## src/inc/e1_map.svh

```systemverilog
// Purpose: Offsets, field positions, reset values and timing counts.
// Assumes: AHB-Lite byte addresses, 32-bit aligned registers.
// Notes: Included by the E1 framing and timing block.
`ifndef E1_MAP_SVH
`define E1_MAP_SVH
// Register byte offsets
`define E1_CTRL_OFS 12'h000
`define E1_STAT_OFS 12'h004
`define E1_TOD_OFS 12'h008
`define E1_TIMEA_OFS 12'h00c
`define E1_TIMEB_OFS 12'h010
`define E1_MAPA_LO_OFS 12'h014
`define E1_MAPA_HI_OFS 12'h018
`define E1_MAPB_LO_OFS 12'h01c
`define E1_MAPB_HI_OFS 12'h020
// Control fields
`define E1_NFAS_BIT 0
`define E1_CAS_BIT 1
`define E1_CRC_BIT 2
`define E1_FARGEN_BIT 3
`define E1_TIMING_LSB 4
`define E1_XCHG_BIT 7
`define E1_MAPSEL_BIT 8
// Status fields
`define E1_SYNC_BIT 0
`define E1_CRCERR_BIT 1
`define E1_ALARM_BIT 2
`define E1_INUSE_BIT 3
// Frame words
`define E1_FAS 7'h1b
`define E1_MFAS_WORD 8'h0b
`define E1_SI_PATTERN 16'hfdbf
`define E1_TS16 5'h10
// Reset value of every register but STAT, whose alarm bit reads 1
`define E1_REG_RST 32'h0000_0000
// Timing
`define E1_CLK_NS 100
`define E1_SEC_NS 1000000000
`define E1_SEC_CYCLES (`E1_SEC_NS / `E1_CLK_NS)
`define E1_BYTE_NS 3906
`define E1_INT_DIV (`E1_BYTE_NS / `E1_CLK_NS)
`endif

```

## src/inc/e1_pkg.sv

```systemverilog
// Purpose: Types of the E1 framing and timing block.
// Assumes: Nothing beyond SystemVerilog packed types.
// Notes: Constants live in e1_map.svh.
package e1_pkg;
  typedef enum logic [4:0] {
    HUNT = 5'h01, NFAS_CHK = 5'h02, FAS_CHK = 5'h04,
    MF_HUNT = 5'h08, SYNC = 5'h10
  } frame_state_type;
  typedef enum logic [2:0] {
    TM_NET = 3'h0, TM_DROP = 3'h1, TM_DTE = 3'h2,
    TM_INT = 3'h3, TM_NORMAL = 3'h4
  } timing_type;
  typedef enum logic [1:0] {
    SL_IDLE = 2'h0, SL_TST = 2'h1, SL_DROP = 2'h2, SL_DTE = 2'h3
  } slot_type;
  typedef struct packed {
    logic [4:0] hour;
    logic [5:0] min;
    logic [5:0] sec;
  } tod_type;
  typedef struct packed {
    logic nfas_en;
    logic cas_en;
    logic crc_en;
    logic far_gen;
    timing_type timing;
    logic xchg_en;
    logic map_sel;
  } ctrl_type;
  typedef struct packed {
    logic [7:0] data;
    logic [4:0] slot;
    logic drop_valid;
    logic dte_valid;
  } rx_out_type;
  typedef struct packed {
    ctrl_type ctrl;
    tod_type tod;
    tod_type time_a;
    tod_type time_b;
    logic [63:0] map_a;
    logic [63:0] map_b;
    logic wr_pend;
    logic [11:0] addr;
    logic [31:0] rdata;
    frame_state_type fsm;
    logic [4:0] rx_ts;
    logic [3:0] rx_fr;
    logic [3:0] rx_crc;
    logic [3:0] rx_crc_prev;
    logic [3:0] rx_cbits;
    logic prev_valid;
    logic crc_err;
    rx_out_type rx_out;
    logic [4:0] tx_ts;
    logic [3:0] tx_fr;
    logic [3:0] tx_crc;
    logic [3:0] tx_crc_prev;
    logic [7:0] tx_byte;
    logic tx_valid;
    logic [7:0] int_cnt;
    logic [31:0] sec_cnt;
  } state_type;
endpackage

```

## src/verilog/e1_framing_timing_config.sv

```systemverilog
// Purpose: E1 network framer, transmit timing and map exchange.
// Assumes: Line and port strobes are synchronous one-cycle pulses.
// Notes: Registers over AHB-Lite, zero wait states, always OKAY.
`timescale 1ns/100ps
`include "e1_map.svh"

module e1_framing_timing_config
  import e1_pkg::*;
#(
  parameter int unsigned SEC_CYCLES = `E1_SEC_CYCLES,
  parameter logic [7:0] INT_DIV = 8'(`E1_INT_DIV)
) (
  input wire logic hclk, // Bus and core clock
  input wire logic hresetn, // Async reset, low
  input wire logic hsel, // Slave select
  input wire logic [31:0] haddr, // Byte address
  input wire logic [1:0] htrans, // Transfer type
  input wire logic hwrite, // Write when high
  input wire logic [2:0] hsize, // Word only, not checked
  input wire logic [31:0] hwdata, // Write data
  input wire logic hready, // Bus ready
  output logic hreadyout, // Always ready
  output logic hresp, // Always OKAY
  output logic [31:0] hrdata, // Read data
  input wire logic rx_tick, // Byte recovered from line
  input wire logic [7:0] rx_byte, // Received byte
  input wire logic drop_clk_tick, // Drop port recovered byte clock
  input wire logic dte_clk_tick, // DTE clock byte strobe
  input wire logic sec_present, // Secondary module fitted
  input wire logic [7:0] drop_tx_byte, // Drop byte for tx_slot
  input wire logic [7:0] dte_tx_byte, // DTE byte for tx_slot
  input wire logic [7:0] drop_sig, // ABCD for tx_frame, tx_frame+16
  output logic tx_tick, // Selected transmit byte strobe
  output logic [7:0] tx_byte, // Transmit byte
  output logic tx_valid, // tx_byte fresh
  output logic [4:0] tx_slot, // Slot being built
  output logic [3:0] tx_frame, // Frame in multiframe
  output rx_out_type rx_out, // Routed receive byte
  output logic frame_sync, // Receive in sync
  output logic far_alarm // Remote alarm being sent
);
  state_type q, d;
  logic sec_tick, int_tick, take, alarm_tx, crc_hit, fas_ok, even0;
  logic [63:0] act;
  logic [1:0] rcode, tcode;
  logic [7:0] tb, cb;
  tod_type tod_n;
  logic [31:0] rd;
  // Literals cannot be bit-selected, so the Si word gets a name
  localparam logic [15:0] SI_BITS = `E1_SI_PATTERN;

  // Bitwise CRC-4, polynomial x^4+x+1
  function automatic logic [3:0] crc4(input logic [3:0] c,
                                      input logic [7:0] b);
    logic [3:0] r;
    logic fb;
    r = c;
    for (int i = 7; i >= 0; i--) begin
      fb = r[3] ^ b[i];
      r = {r[2:0], 1'b0} ^ (fb ? 4'h3 : 4'h0);
    end
    return r;
  endfunction

  // Transmit clock selection; receive side always runs on rx_tick
  always_comb begin
    unique case (q.ctrl.timing)
      TM_NET, TM_NORMAL: tx_tick = rx_tick;
      TM_DROP: tx_tick = drop_clk_tick;
      TM_DTE: tx_tick = dte_clk_tick;
      TM_INT: tx_tick = int_tick;
      default: tx_tick = 1'b0;
    endcase
  end

  // Shared decode terms
  assign sec_tick = q.sec_cnt == SEC_CYCLES - 1;
  assign int_tick = q.int_cnt == INT_DIV - 8'h01;
  assign take = hsel && htrans[1] && hready;
  assign act = q.ctrl.map_sel ? q.map_b : q.map_a;
  assign rcode = act[{q.rx_ts, 1'b0} +: 2];
  assign tcode = act[{q.tx_ts, 1'b0} +: 2];
  assign alarm_tx = q.ctrl.far_gen && q.fsm != SYNC;
  assign fas_ok = rx_byte[6:0] == `E1_FAS;
  assign even0 = q.rx_ts == 5'h00 && !q.rx_fr[0];
  assign hreadyout = 1'b1;
  assign hresp = 1'b0;
  assign hrdata = q.rdata;
  assign tx_byte = q.tx_byte;
  assign tx_valid = q.tx_valid;
  assign tx_slot = q.tx_ts;
  assign tx_frame = q.tx_fr;
  assign rx_out = q.rx_out;
  assign frame_sync = q.fsm == SYNC;
  assign far_alarm = alarm_tx;

  // Read mux, sampled in the address phase
  always_comb begin
    rd = `E1_REG_RST;
    unique case (haddr[11:0])
      `E1_CTRL_OFS: begin
        // Field by field; struct order is not the register layout
        rd[`E1_NFAS_BIT] = q.ctrl.nfas_en;
        rd[`E1_CAS_BIT] = q.ctrl.cas_en;
        rd[`E1_CRC_BIT] = q.ctrl.crc_en;
        rd[`E1_FARGEN_BIT] = q.ctrl.far_gen;
        rd[`E1_TIMING_LSB +: 3] = q.ctrl.timing;
        rd[`E1_XCHG_BIT] = q.ctrl.xchg_en;
        rd[`E1_MAPSEL_BIT] = q.ctrl.map_sel;
      end
      `E1_STAT_OFS: begin
        rd[`E1_SYNC_BIT] = q.fsm == SYNC;
        rd[`E1_CRCERR_BIT] = q.crc_err;
        rd[`E1_ALARM_BIT] = q.fsm != SYNC;
        rd[`E1_INUSE_BIT] = q.ctrl.map_sel;
      end
      `E1_TOD_OFS: rd[16:0] = q.tod;
      `E1_TIMEA_OFS: rd[16:0] = q.time_a;
      `E1_TIMEB_OFS: rd[16:0] = q.time_b;
      `E1_MAPA_LO_OFS: rd = q.map_a[31:0];
      `E1_MAPA_HI_OFS: rd = q.map_a[63:32];
      `E1_MAPB_LO_OFS: rd = q.map_b[31:0];
      `E1_MAPB_HI_OFS: rd = q.map_b[63:32];
      default: rd = `E1_REG_RST;
    endcase
  end

  // Next state of the whole block
  always_comb begin
    d = q;
    d.tx_valid = 1'b0;
    d.rx_out.drop_valid = 1'b0;
    d.rx_out.dte_valid = 1'b0;
    crc_hit = 1'b0;
    tod_n = q.tod;
    tb = 8'hff;
    cb = 8'h00;
    // Bus address phase
    d.wr_pend = take && hwrite;
    if (take) begin
      d.addr = haddr[11:0];
      d.rdata = hwrite ? `E1_REG_RST : rd;
    end
    // Bus data phase write
    if (q.wr_pend) begin
      unique case (q.addr)
        `E1_CTRL_OFS: begin
          d.ctrl.nfas_en = hwdata[`E1_NFAS_BIT];
          d.ctrl.cas_en = hwdata[`E1_CAS_BIT];
          d.ctrl.crc_en = hwdata[`E1_CRC_BIT];
          d.ctrl.far_gen = hwdata[`E1_FARGEN_BIT];
          d.ctrl.xchg_en = hwdata[`E1_XCHG_BIT];
          d.ctrl.map_sel = hwdata[`E1_MAPSEL_BIT];
          // Unknown codes and normal without module are refused
          if (hwdata[6:4] <= 3'h4 && (hwdata[6:4] != 3'h4 || sec_present))
            d.ctrl.timing = timing_type'(hwdata[6:4]);
        end
        `E1_STAT_OFS: if (hwdata[`E1_CRCERR_BIT]) d.crc_err = 1'b0;
        `E1_TOD_OFS: d.tod = hwdata[16:0];
        `E1_TIMEA_OFS: d.time_a = hwdata[16:0];
        `E1_TIMEB_OFS: d.time_b = hwdata[16:0];
        `E1_MAPA_LO_OFS: d.map_a[31:0] = hwdata;
        `E1_MAPA_HI_OFS: d.map_a[63:32] = hwdata;
        `E1_MAPB_LO_OFS: d.map_b[31:0] = hwdata;
        `E1_MAPB_HI_OFS: d.map_b[63:32] = hwdata;
        default: ;
      endcase
    end
    // TS16 held idle in both maps while CAS is on
    if (q.ctrl.cas_en) begin
      d.map_a[33:32] = SL_IDLE;
      d.map_b[33:32] = SL_IDLE;
    end
    // Receive framer on line timing
    if (rx_tick) begin
      d.rx_ts = 5'(q.rx_ts + 5'h01);
      d.rx_fr = q.rx_ts == 5'h1f ? 4'(q.rx_fr + 4'h1) : q.rx_fr;
      unique case (q.fsm)
        HUNT: if (fas_ok) begin
          d.rx_ts = 5'h01;
          d.rx_fr = 4'h0;
          d.fsm = NFAS_CHK;
        end
        NFAS_CHK: if (q.rx_ts == 5'h00)
          d.fsm = (!q.ctrl.nfas_en || rx_byte[6]) ? FAS_CHK : HUNT;
        FAS_CHK: if (even0)
          d.fsm = !fas_ok ? HUNT : q.ctrl.cas_en ? MF_HUNT : SYNC;
        MF_HUNT: begin
          if (even0 && !fas_ok)
            d.fsm = HUNT;
          else if (q.rx_ts == `E1_TS16 && !q.rx_fr[0] &&
                   rx_byte[7:4] == 4'h0) begin
            d.rx_fr = 4'h0;
            d.fsm = SYNC;
          end
        end
        SYNC: if ((even0 && !fas_ok) ||
                  (q.ctrl.cas_en && q.rx_ts == `E1_TS16 &&
                   q.rx_fr == 4'h0 && rx_byte[7:4] != 4'h0))
          d.fsm = HUNT;
        default: d.fsm = HUNT;
      endcase
      // CRC-4 over each sub-multiframe, C bits taken as zero
      cb = even0 ? {1'b0, rx_byte[6:0]} : rx_byte;
      d.rx_crc = crc4(q.rx_crc, cb);
      if (even0) d.rx_cbits[~q.rx_fr[2:1]] = rx_byte[7];
      if (q.rx_fr[2:0] == 3'h7 && q.rx_ts == 5'h1f) begin
        crc_hit = q.ctrl.crc_en && q.prev_valid && q.fsm == SYNC &&
                  q.rx_cbits != q.rx_crc_prev;
        d.rx_crc_prev = d.rx_crc;
        d.rx_crc = 4'h0;
        d.prev_valid = q.fsm == SYNC;
      end
      // Route payload; TS16 passes only when CAS is off
      if (q.fsm == SYNC && q.rx_ts != 5'h00 &&
          !(q.rx_ts == `E1_TS16 && q.ctrl.cas_en)) begin
        d.rx_out.data = rx_byte;
        d.rx_out.slot = q.rx_ts;
        d.rx_out.drop_valid = rcode == SL_DROP;
        d.rx_out.dte_valid = rcode == SL_DTE;
      end
    end
    if (q.fsm != SYNC) d.prev_valid = 1'b0;
    // Hardware set wins over the software clear above
    if (crc_hit) d.crc_err = 1'b1;
    // Transmit byte builder on the selected clock
    if (tx_tick) begin
      if (q.tx_ts == 5'h00) begin
        if (!q.tx_fr[0])
          tb = {q.ctrl.crc_en ? q.tx_crc_prev[~q.tx_fr[2:1]] : 1'b1,
                `E1_FAS};
        else
          tb = {q.ctrl.crc_en ? SI_BITS[q.tx_fr] : 1'b1,
                1'b1, alarm_tx, 5'h1f};
      end else if (q.tx_ts == `E1_TS16 && q.ctrl.cas_en) begin
        if (q.tx_fr == 4'h0)
          tb = `E1_MFAS_WORD;
        else begin
          // Only the drop port carries signalling
          tb[7:4] = act[{1'b0, q.tx_fr, 1'b0} +: 2] == SL_DROP ?
                    drop_sig[7:4] : 4'hf;
          tb[3:0] = act[{1'b1, q.tx_fr, 1'b0} +: 2] == SL_DROP ?
                    drop_sig[3:0] : 4'hf;
        end
      end else begin
        unique case (tcode)
          SL_DROP: tb = drop_tx_byte;
          SL_DTE: tb = dte_tx_byte;
          default: tb = 8'hff;
        endcase
      end
      d.tx_byte = tb;
      d.tx_valid = 1'b1;
      cb = (q.tx_ts == 5'h00 && !q.tx_fr[0]) ? {1'b0, tb[6:0]} : tb;
      d.tx_crc = crc4(q.tx_crc, cb);
      if (q.tx_fr[2:0] == 3'h7 && q.tx_ts == 5'h1f) begin
        d.tx_crc_prev = d.tx_crc;
        d.tx_crc = 4'h0;
      end
      d.tx_ts = 5'(q.tx_ts + 5'h01);
      d.tx_fr = q.tx_ts == 5'h1f ? 4'(q.tx_fr + 4'h1) : q.tx_fr;
    end
    // Local oscillator divider
    d.int_cnt = int_tick ? 8'h00 : 8'(q.int_cnt + 8'h01);
    // Time of day and map exchange, checked once per second
    d.sec_cnt = sec_tick ? 32'h0 : 32'(q.sec_cnt + 32'h1);
    if (sec_tick) begin
      tod_n.sec = q.tod.sec == 6'd59 ? 6'h00 : 6'(q.tod.sec + 6'h01);
      if (q.tod.sec == 6'd59)
        tod_n.min = q.tod.min == 6'd59 ? 6'h00 : 6'(q.tod.min + 6'h01);
      if (q.tod.sec == 6'd59 && q.tod.min == 6'd59)
        tod_n.hour = q.tod.hour == 5'd23 ? 5'h00 : 5'(q.tod.hour + 5'h01);
      d.tod = tod_n;
      if (q.ctrl.xchg_en) begin
        if (tod_n == q.time_a) d.ctrl.map_sel = 1'b0;
        if (tod_n == q.time_b) d.ctrl.map_sel = 1'b1;
      end
    end
  end

  // State register
  always_ff @(posedge hclk or negedge hresetn) begin
    if (!hresetn) begin
      q <= '0;
      q.fsm <= HUNT;
    end else begin
      q <= d;
    end
  end

  // Checks
  a_fas_only_sync: assert property (
    @(posedge hclk) disable iff (!hresetn)
    q.fsm == FAS_CHK && rx_tick && even0 && fas_ok && !q.ctrl.cas_en
    |=> frame_sync) else $error("FAS alone did not give sync");
  a_nfas_gate: assert property (
    @(posedge hclk) disable iff (!hresetn)
    q.fsm == NFAS_CHK && rx_tick && q.rx_ts == 5'h00 && q.ctrl.nfas_en &&
    !rx_byte[6] |=> q.fsm == HUNT) else $error("bad NFAS accepted");
  a_mf_word_tx: assert property (
    @(posedge hclk) disable iff (!hresetn)
    tx_tick && q.ctrl.cas_en && q.tx_ts == `E1_TS16 && q.tx_fr == 4'h0
    |=> tx_valid && tx_byte == `E1_MFAS_WORD)
    else $error("TS16 alignment word missing");
  a_idle_sig_ones: assert property (
    @(posedge hclk) disable iff (!hresetn)
    tx_tick && q.ctrl.cas_en && q.tx_ts == `E1_TS16 && q.tx_fr != 4'h0 &&
    act[{1'b0, q.tx_fr, 1'b0} +: 2] != SL_DROP |=> tx_byte[7:4] == 4'hf)
    else $error("idle slot signalling not ones");
  a_ts16_idle: assert property (
    @(posedge hclk) disable iff (!hresetn)
    q.ctrl.cas_en |=> q.map_a[33:32] == SL_IDLE &&
    q.map_b[33:32] == SL_IDLE) else $error("TS16 mapped under CAS");
  // A status clear taken with the set may legally drop the flag later
  a_crc_flag: assert property (
    @(posedge hclk) disable iff (!hresetn)
    crc_hit && !(take && hwrite && haddr[11:0] == `E1_STAT_OFS)
    |=> q.crc_err [*2]) else $error("CRC error not held");
  a_far_alarm_bit: assert property (
    @(posedge hclk) disable iff (!hresetn)
    tx_tick && q.tx_ts == 5'h00 && q.tx_fr[0]
    |=> tx_byte[5] == $past(alarm_tx)) else $error("A bit wrong");
  a_map_switch: assert property (
    @(posedge hclk) disable iff (!hresetn)
    sec_tick && q.ctrl.xchg_en && tod_n == q.time_a && tod_n != q.time_b
    |=> !q.ctrl.map_sel) else $error("map A not taken at time");
  a_no_exchange: assert property (
    @(posedge hclk) disable iff (!hresetn)
    !q.ctrl.xchg_en && !(q.wr_pend && q.addr == `E1_CTRL_OFS)
    |=> $stable(q.ctrl.map_sel)) else $error("map changed alone");
  a_ts16_route: assert property (
    @(posedge hclk) disable iff (!hresetn)
    rx_tick && frame_sync && !q.ctrl.cas_en && q.rx_ts == `E1_TS16 &&
    rcode == SL_DTE |=> rx_out.dte_valid && rx_out.data == $past(rx_byte))
    else $error("TS16 not passed through");
  a_normal_refused: assert property (
    @(posedge hclk) disable iff (!hresetn)
    q.wr_pend && q.addr == `E1_CTRL_OFS && hwdata[6:4] == 3'h4 &&
    !sec_present |=> $stable(q.ctrl.timing))
    else $error("normal timing taken without module");
endmodule

```

## config.mk

```make
export PLATFORM = sky130hd
export DESIGN_NAME = e1_framing_timing_config
export DESIGN_NICKNAME = d
export VERILOG_FILES = /design/src/inc/e1_pkg.sv /design/src/verilog/e1_framing_timing_config.sv
export VERILOG_INCLUDE_DIRS = /design/src /design/src/inc
export SDC_FILE = /design/constraint.sdc
export NUM_CORES = 1
export LEC_CHECK = 0
export BUFFER_PORTS_ARGS = -buffer_cell sky130_fd_sc_hd__buf_4
export CAP_MARGIN = 20
export CORE_ASPECT_RATIO = 0.75
export CORE_MARGIN = 3
export CORE_UTILIZATION = 43
export CTS_CLUSTER_DIAMETER = 150
export DETAILED_ROUTE_END_ITERATION = 10
export GPL_TIMING_DRIVEN = 0
export PLACE_DENSITY_LB_ADDON = 0.3
export SLEW_MARGIN = 20
export SYNTH_ARGS = -nofsm -noshare
export SYNTH_HDL_FRONTEND = slang
export SYNTH_SLANG_ARGS = --single-unit
export TNS_END_PERCENT = 20
```

## constraint.sdc

```tcl
create_clock -name hclk -period 10.5 [get_ports hclk]
set_input_delay 0 -clock hclk [delete_from_list [all_inputs] [get_ports hclk]]
set_output_delay 0 -clock hclk [all_outputs]
set_load 0.1 [all_outputs]
```

==> metrics.cfg, run 1 <==
[power]
p_sw_mw = 1.97
switching_share_pct = 39.0
p_clk_share_pct = 28.1
power_density_nw_per_um2 = 212
cellInternalPower_mw = 3.08
p_leak_nw = 10.6
p_total_mw = 5.04
p_comb_share_pct = 40.5
ir_drop_mv = 0.199
p_seq_share_pct = 31.4

[sta]
hold_ws_ns = 0.0376
fmax_mhz = 219
relSlewSlack_pct = 26.8
report.final.slew_viol_count = 0
rsz0062_at_grt = no
fin_setup_tns_ns = 0
worst_slew_pin_slew_ns = 1.10
fin_crit_sh_pct = 43.4
period_minus_slack_ns = 4.56
postLayoutSetupSlackWorst_ns = 5.94
fin_skew_ns = 0.0243
hold_violations = 0
setup_viol = 0

[place]
place_ws_ns = 6.14
gp_congestion = 1.05
hpwlAfterDp_microns = 51500
io_buffers = 150
postPlaceCellArea_sq_um = 21800

[cts]
holdBufCountCts = 59
insertion_delay_ns = 0.55
clock-sinks = 342
clkTransAtPathRegs_ns = 0.07
clock_path_buffers = 3
cts-buffers-inserted = 38
cts_resized = 0
htreeDepth = 2
cts_tree = done
cts_root_buf = clkbuf_16
cts_setup_buffers = 0

[synthesis]
synth_edf_count = 0
ys_ff_latch = 342
postSynthAreaPerCell_sq_um = 11.0
ys_types = 84
ys_seq_area_share_pct = 43.1
ys.flop_type = dfrtp_1
async_flop_share_pct = 100
ys_warn_count = 0
synthCells = 1808
syn_nets = 1936
synth_area_sq_um = 19900

[floorplanning]
pin_count = 180
fp.dieW_microns = 254
die_h_microns = 192
dieArea_sq_um = 48800
core_sq_um = 45200
num_rows = 67
start_util_pct = 44.0

[global_route]
grt_max_degree = 103
grt_pass1_wl_microns = 104000
grt_pass1_vias = 16200
grt_util_all_layers_pct = 28.3
grt-ovfl-total = 0
antenna_found_initial = 1

[setup_path]
cp.arrival_ns = 4.97
start_kind = register
cp.required_ns = 10.92
path_class = register to register
end_kind = register
crit_fanout = 10

[layout]
area_delta_synth_final_pct = 19.6
layout-drive-gt1-share_pct = 28.1
finalInstanceArea_sq_um = 23800
antenna_cells = 0
fin_nets = 2188

[drt]
via_count = 16500
wirelength_microns = 68600
vias_per_cell = 6.16
drtAntennaViolNets = 0
first_iter_violations = 2287
dr.pass1.iters = 6
wire_per_inst_microns = 25.7
drc = 0

[hold_path]
hp-class = input port to register

[status]
status = completed

[job]
maxCapViolCount = 0

[cells in the final DEF (no fill, tap or decap), types with 43 or more instances in the layout]
master and count:
buf_4 218, mux2i_1 47, nand3_1 50, nor2_1 127
xor2_1 43, mux2_2 196, dlygate4sd3_1 58, clkbuf_1 75
nand2_1 147, xnor2_1 68, a22oi_1 43, dfrtp_1 341
o21ai_0 52, mux4_2 60, a21oi_1 44
[critical path: stages, from the launching register on]
cell	delay, ns
dfrtp_1	0.42
clkbuf_1	0.44
clkbuf_1	0.60
a32oi_1	0.23
a211oi_1	0.41
o21ai_0	0.21
a32oi_1	0.59
a21oi_1	0.17
o22ai_2	0.26
xor2_2	0.25
xnor3_1	0.45
xnor2_1	0.14
mux2_2	0.26
[per-stage QoR]
step | utilization [%] | std cells
2_1_floorplan | - | 1808
3_3_place_gp | 48.1 | 2544
3_5_place_dp | 48.3 | 2547
4_1_cts | 52.6 | 2672
5_1_grt | 52.6 | 2672
6_report | 52.6 | 2672
[logic make-up (layout without fill, tap and decap cells)]
kind of cell,after synthesis,count (layout),synth area share (%)
AND/OR/NAND/NOR,497,497,12.4
AO/OA/AOI/OAI,318,318,11.8
XOR/XNOR,116,116,5.37
multiplexers,304,304,20.4
other,2,2,0.0378
flip-flops,342,342,43.1
buffers and inverters,211,489,5.78
adder cells (fa/ha/maj),18,18,1.13
[layer usage]
layer	share of wire, %	track usage (%)	vias up
met1	44	41.9	8277
met4	2.2	6.72	0
li1	-	-	7129
met2	41	39.7	947
met3	13	9.52	115
met5	0	0	-
[registers in the layout (all words and copies together), names as in the netlist]
| register | count |
|---|---|
| tx_frame | 4 |
| tx_valid | 1 |
| rx_out | 15 |
| q | 277 |
| hrdata | 32 |
| tx_byte | 8 |
| tx_slot | 5 |
[Yosys cell counts (all sizes together), types with 20 or more instances]
cell	number	area share (%)
a21oi	46	1.2
a22o	34	1.5
nand4	21	0.66
a222oi	27	1.4
xnor2	70	3.2
xor2	44	2.0
buf	95	3.6
and3	22	0.69
nand3	50	1.3
dfrtp	341	43
mux2	196	11
nand2	148	2.8
inv	41	0.77
nor2b	20	0.63
mux2i	47	2.4
a22oi	43	1.6
o21ai	52	1.3
a211oi	20	0.81
clkbuf	73	1.4
nor2	127	2.4
mux4	61	6.9
[power by group through the flow]
stage                     logic [mW]  registers (mW)  clock network, mW
final                           2.04            1.58               1.42
after global routing            2.15            1.59               1.50
after CTS                       2.01            1.58               1.44
after detailed placement        1.98            1.60                  0
after global placement          1.96            1.59                  0
after floorplan                 1.50            1.55                  0
[layout make-up]
type	instances	area (sq um)
fillers	3992	21400
multi-input cells	1255	10200
flip-flops and latches	342	8560
repair buffers	212	1820
clock buffers	53	1130
plain buffers	168	987
well taps	586	733
clock inverters	13	189
inverters	43	161
[final timing paths]
check / start / to / slack [ns] / cells after the start
worst max-delay path: tx_frame[1] / q[50] / 5.94 / 12
worst min-delay path: drop_sig[3] / tx_byte[3] / 0.04 / 7
worst max register to register: tx_frame[1] / q[50] / 5.94 / 12
worst min register to register: q[31] / q[31] / 0.47 / 1
max in group asynchronous: hresetn / q[55] / 9.42 / 4
min in group asynchronous: hresetn / q[35] / 0.06 / 3
No activity file was read; power rests on OpenSTA's default activity.
==> inputs of run 2 (changes only) <==
Clock period 10.5 ns to 4.55 ns, I/O delays scaled along.
==> metrics.cfg, run 2 (synthesis results as in run 1) <==
[floorplanning]
fp.dieW_microns = 254  ; unchanged
die_h_microns = 192  ; unchanged
pin_count = 180  ; unchanged
start_util_pct = 44.0  ; unchanged
core_sq_um = 45200  ; unchanged
dieArea_sq_um = 48800  ; unchanged
num_rows = 67  ; unchanged

[layout]
fin_cells = 2672  ; unchanged
area_delta_synth_final_pct = 19.6  ; about the same
largest_register = q
final_common_cell = dfrtp_1
utilization_pct = 52.6  ; about the same
fin_nets = 2188  ; unchanged
n_fill_cell = 3991  ; -0.025%
largest_reg_flops = 277  ; unchanged
final_cell_mix = 341 x dfrtp_1, 218 x buf_4, 196 x mux2_2
layout-drive-gt1-share_pct = 28.2  ; +0.096 points
antenna_cells = 0  ; unchanged

[sta]
fin_setup_tns_ns = 0  ; unchanged
rsz0062_at_grt = no
hold_ws_ns = 0.0364  ; -0.00120 ns
fmax_mhz = 228  ; +3.9%
period_minus_slack_ns = 4.38  ; -0.172 ns
worst_slew_pin_slew_ns = 1.11  ; +0.0132 ns
setup_viol = 0  ; unchanged
hold_violations = 0  ; unchanged
fin_skew_ns = 0.0306  ; +0.00624 ns
relSlewSlack_pct = 25.9  ; -0.88 points
report.final.slew_viol_count = 0  ; unchanged
fin_crit_sh_pct = 96.4  ; +53 points

[global_route]
grt_pass1_wl_microns = 104000  ; unchanged
grt_pass1_vias = 16200  ; unchanged
grt_util_all_layers_pct = 28.3  ; unchanged
antenna_found_initial = 1  ; unchanged
grt_max_degree = 103  ; unchanged
grt-ovfl-total = 0  ; unchanged

[status]
status = completed

[setup_path]
cp.required_ns = 4.97  ; -5.95 ns
crit_fanout = 10  ; unchanged
path_class = register to register
cp.arrival_ns = 4.80  ; -0.17 ns
end_kind = register
start_kind = register

[cts]
cts_root_buf = clkbuf_16
clock_path_buffers = 3  ; unchanged
cts_setup_buffers = 0  ; unchanged
clock-sinks = 342  ; unchanged
cts_tree = done
insertion_delay_ns = 0.56  ; about the same
clkTransAtPathRegs_ns = 0.07  ; about the same
htreeDepth = 2  ; unchanged
cts-buffers-inserted = 38  ; unchanged

[drt]
drtAntennaViolNets = 0  ; unchanged
vias_per_cell = 6.16  ; about the same
via_count = 16500  ; -0.079%
wire_per_inst_microns = 25.7  ; +0.17%
first_iter_violations = 2390  ; +4.5%
dr.pass1.iters = 6  ; unchanged
drc = 0  ; unchanged
wirelength_microns = 68700  ; +0.17%

[power]
p_total_mw = 11.6  ; +130%
power_density_nw_per_um2 = 490  ; +130%
p_leak_nw = 10.6  ; about the same
ir_drop_mv = 0.455  ; +130%

[job]
maxCapViolCount = 0  ; unchanged

[hold_path]
hp-class = input port to register

[place]
dp_cells = 2547  ; unchanged
gp_congestion = 1.05  ; unchanged
hpwlAfterDp_microns = 51500  ; unchanged
io_buffers = 150  ; unchanged

==> run 2: cell counts in the layout (fill, tap and decap cells not counted) <==
Identical to the previous run, type by type.
==> run 2: final cells by class <==
cell class	count	area, sq um	area share, %
multi-input combinational	1255	10200	42.8
sequential	342	8560	36.0
timing repair buffer	212	1820	7.68
clock buffer	53	1130	4.74
buffer	168	988	4.16
tap	586	733	3.09
clock inverter	13	189	0.795
inverter	43	161	0.679
==> run 2: per-stage QoR <==
step / setup slack [ns] / instance area, sq um
final: 0.166 / 23800
after global routing: 0.156 / 23800
after CTS: 0.148 / 23800
after detailed placement: 0.186 / 21800
after global placement: 0.213 / 21700
after floorplan: 1.21 / 19900
==> run 2: power by group <==
part,switching (mW),total (mW),internal (mW)
clock,1.31,3.27,1.96
combinational,2.91,4.72,1.80
sequential,0.319,3.65,3.33
==> run 2: layer usage <==
| layer | track usage [%] | vias to the layer above | wire (microns) | share of wire, % |
|---|---|---|---|---|
| li1 | - | 7135 | - | - |
| met1 | 41.9 | 8286 | 30500 | 44 |
| met2 | 39.7 | 921 | 28100 | 41 |
| met3 | 9.52 | 113 | 8620 | 13 |
| met4 | 6.72 | 0 | 1530 | 2.2 |
| met5 | 0 | - | 0 | 0 |
==> run 2: worst paths after layout <==
path	to	cells after the start	slack, ns	from
worst max-delay path	q[52]	13	0.17	tx_frame[1]
worst min-delay path	tx_byte[3]	7	0.04	drop_sig[3]
worst max register to register	q[52]	13	0.17	tx_frame[1]
worst min register to register	q[31]	1	0.47	q[31]
max in group asynchronous	q[291]	4	3.47	hresetn
min in group asynchronous	q[35]	3	0.06	hresetn
==> run 2: critical path, stage by stage, from the launching register on <==
cell and delay (ns):
dfrtp_1 0.43, clkbuf_1 0.47, clkbuf_1 0.52, nand3b_1 0.29
a211oi_1 0.58, nor4_1 0.20, a31oi_1 0.39, a211oi_1 0.13
o2111a_1 0.15, a311oi_2 0.27, xnor2_1 0.26, xnor2_2 0.18
xnor2_1 0.13, mux2_2 0.27
==> run 2: what timing repair did <==
item / in CTS / in global routing
setup endpoints to repair: 0 / 5
resized for setup: 0 / 3
hold buffers: 59 / 0
endpoints found under the hold margin: 450 / 0
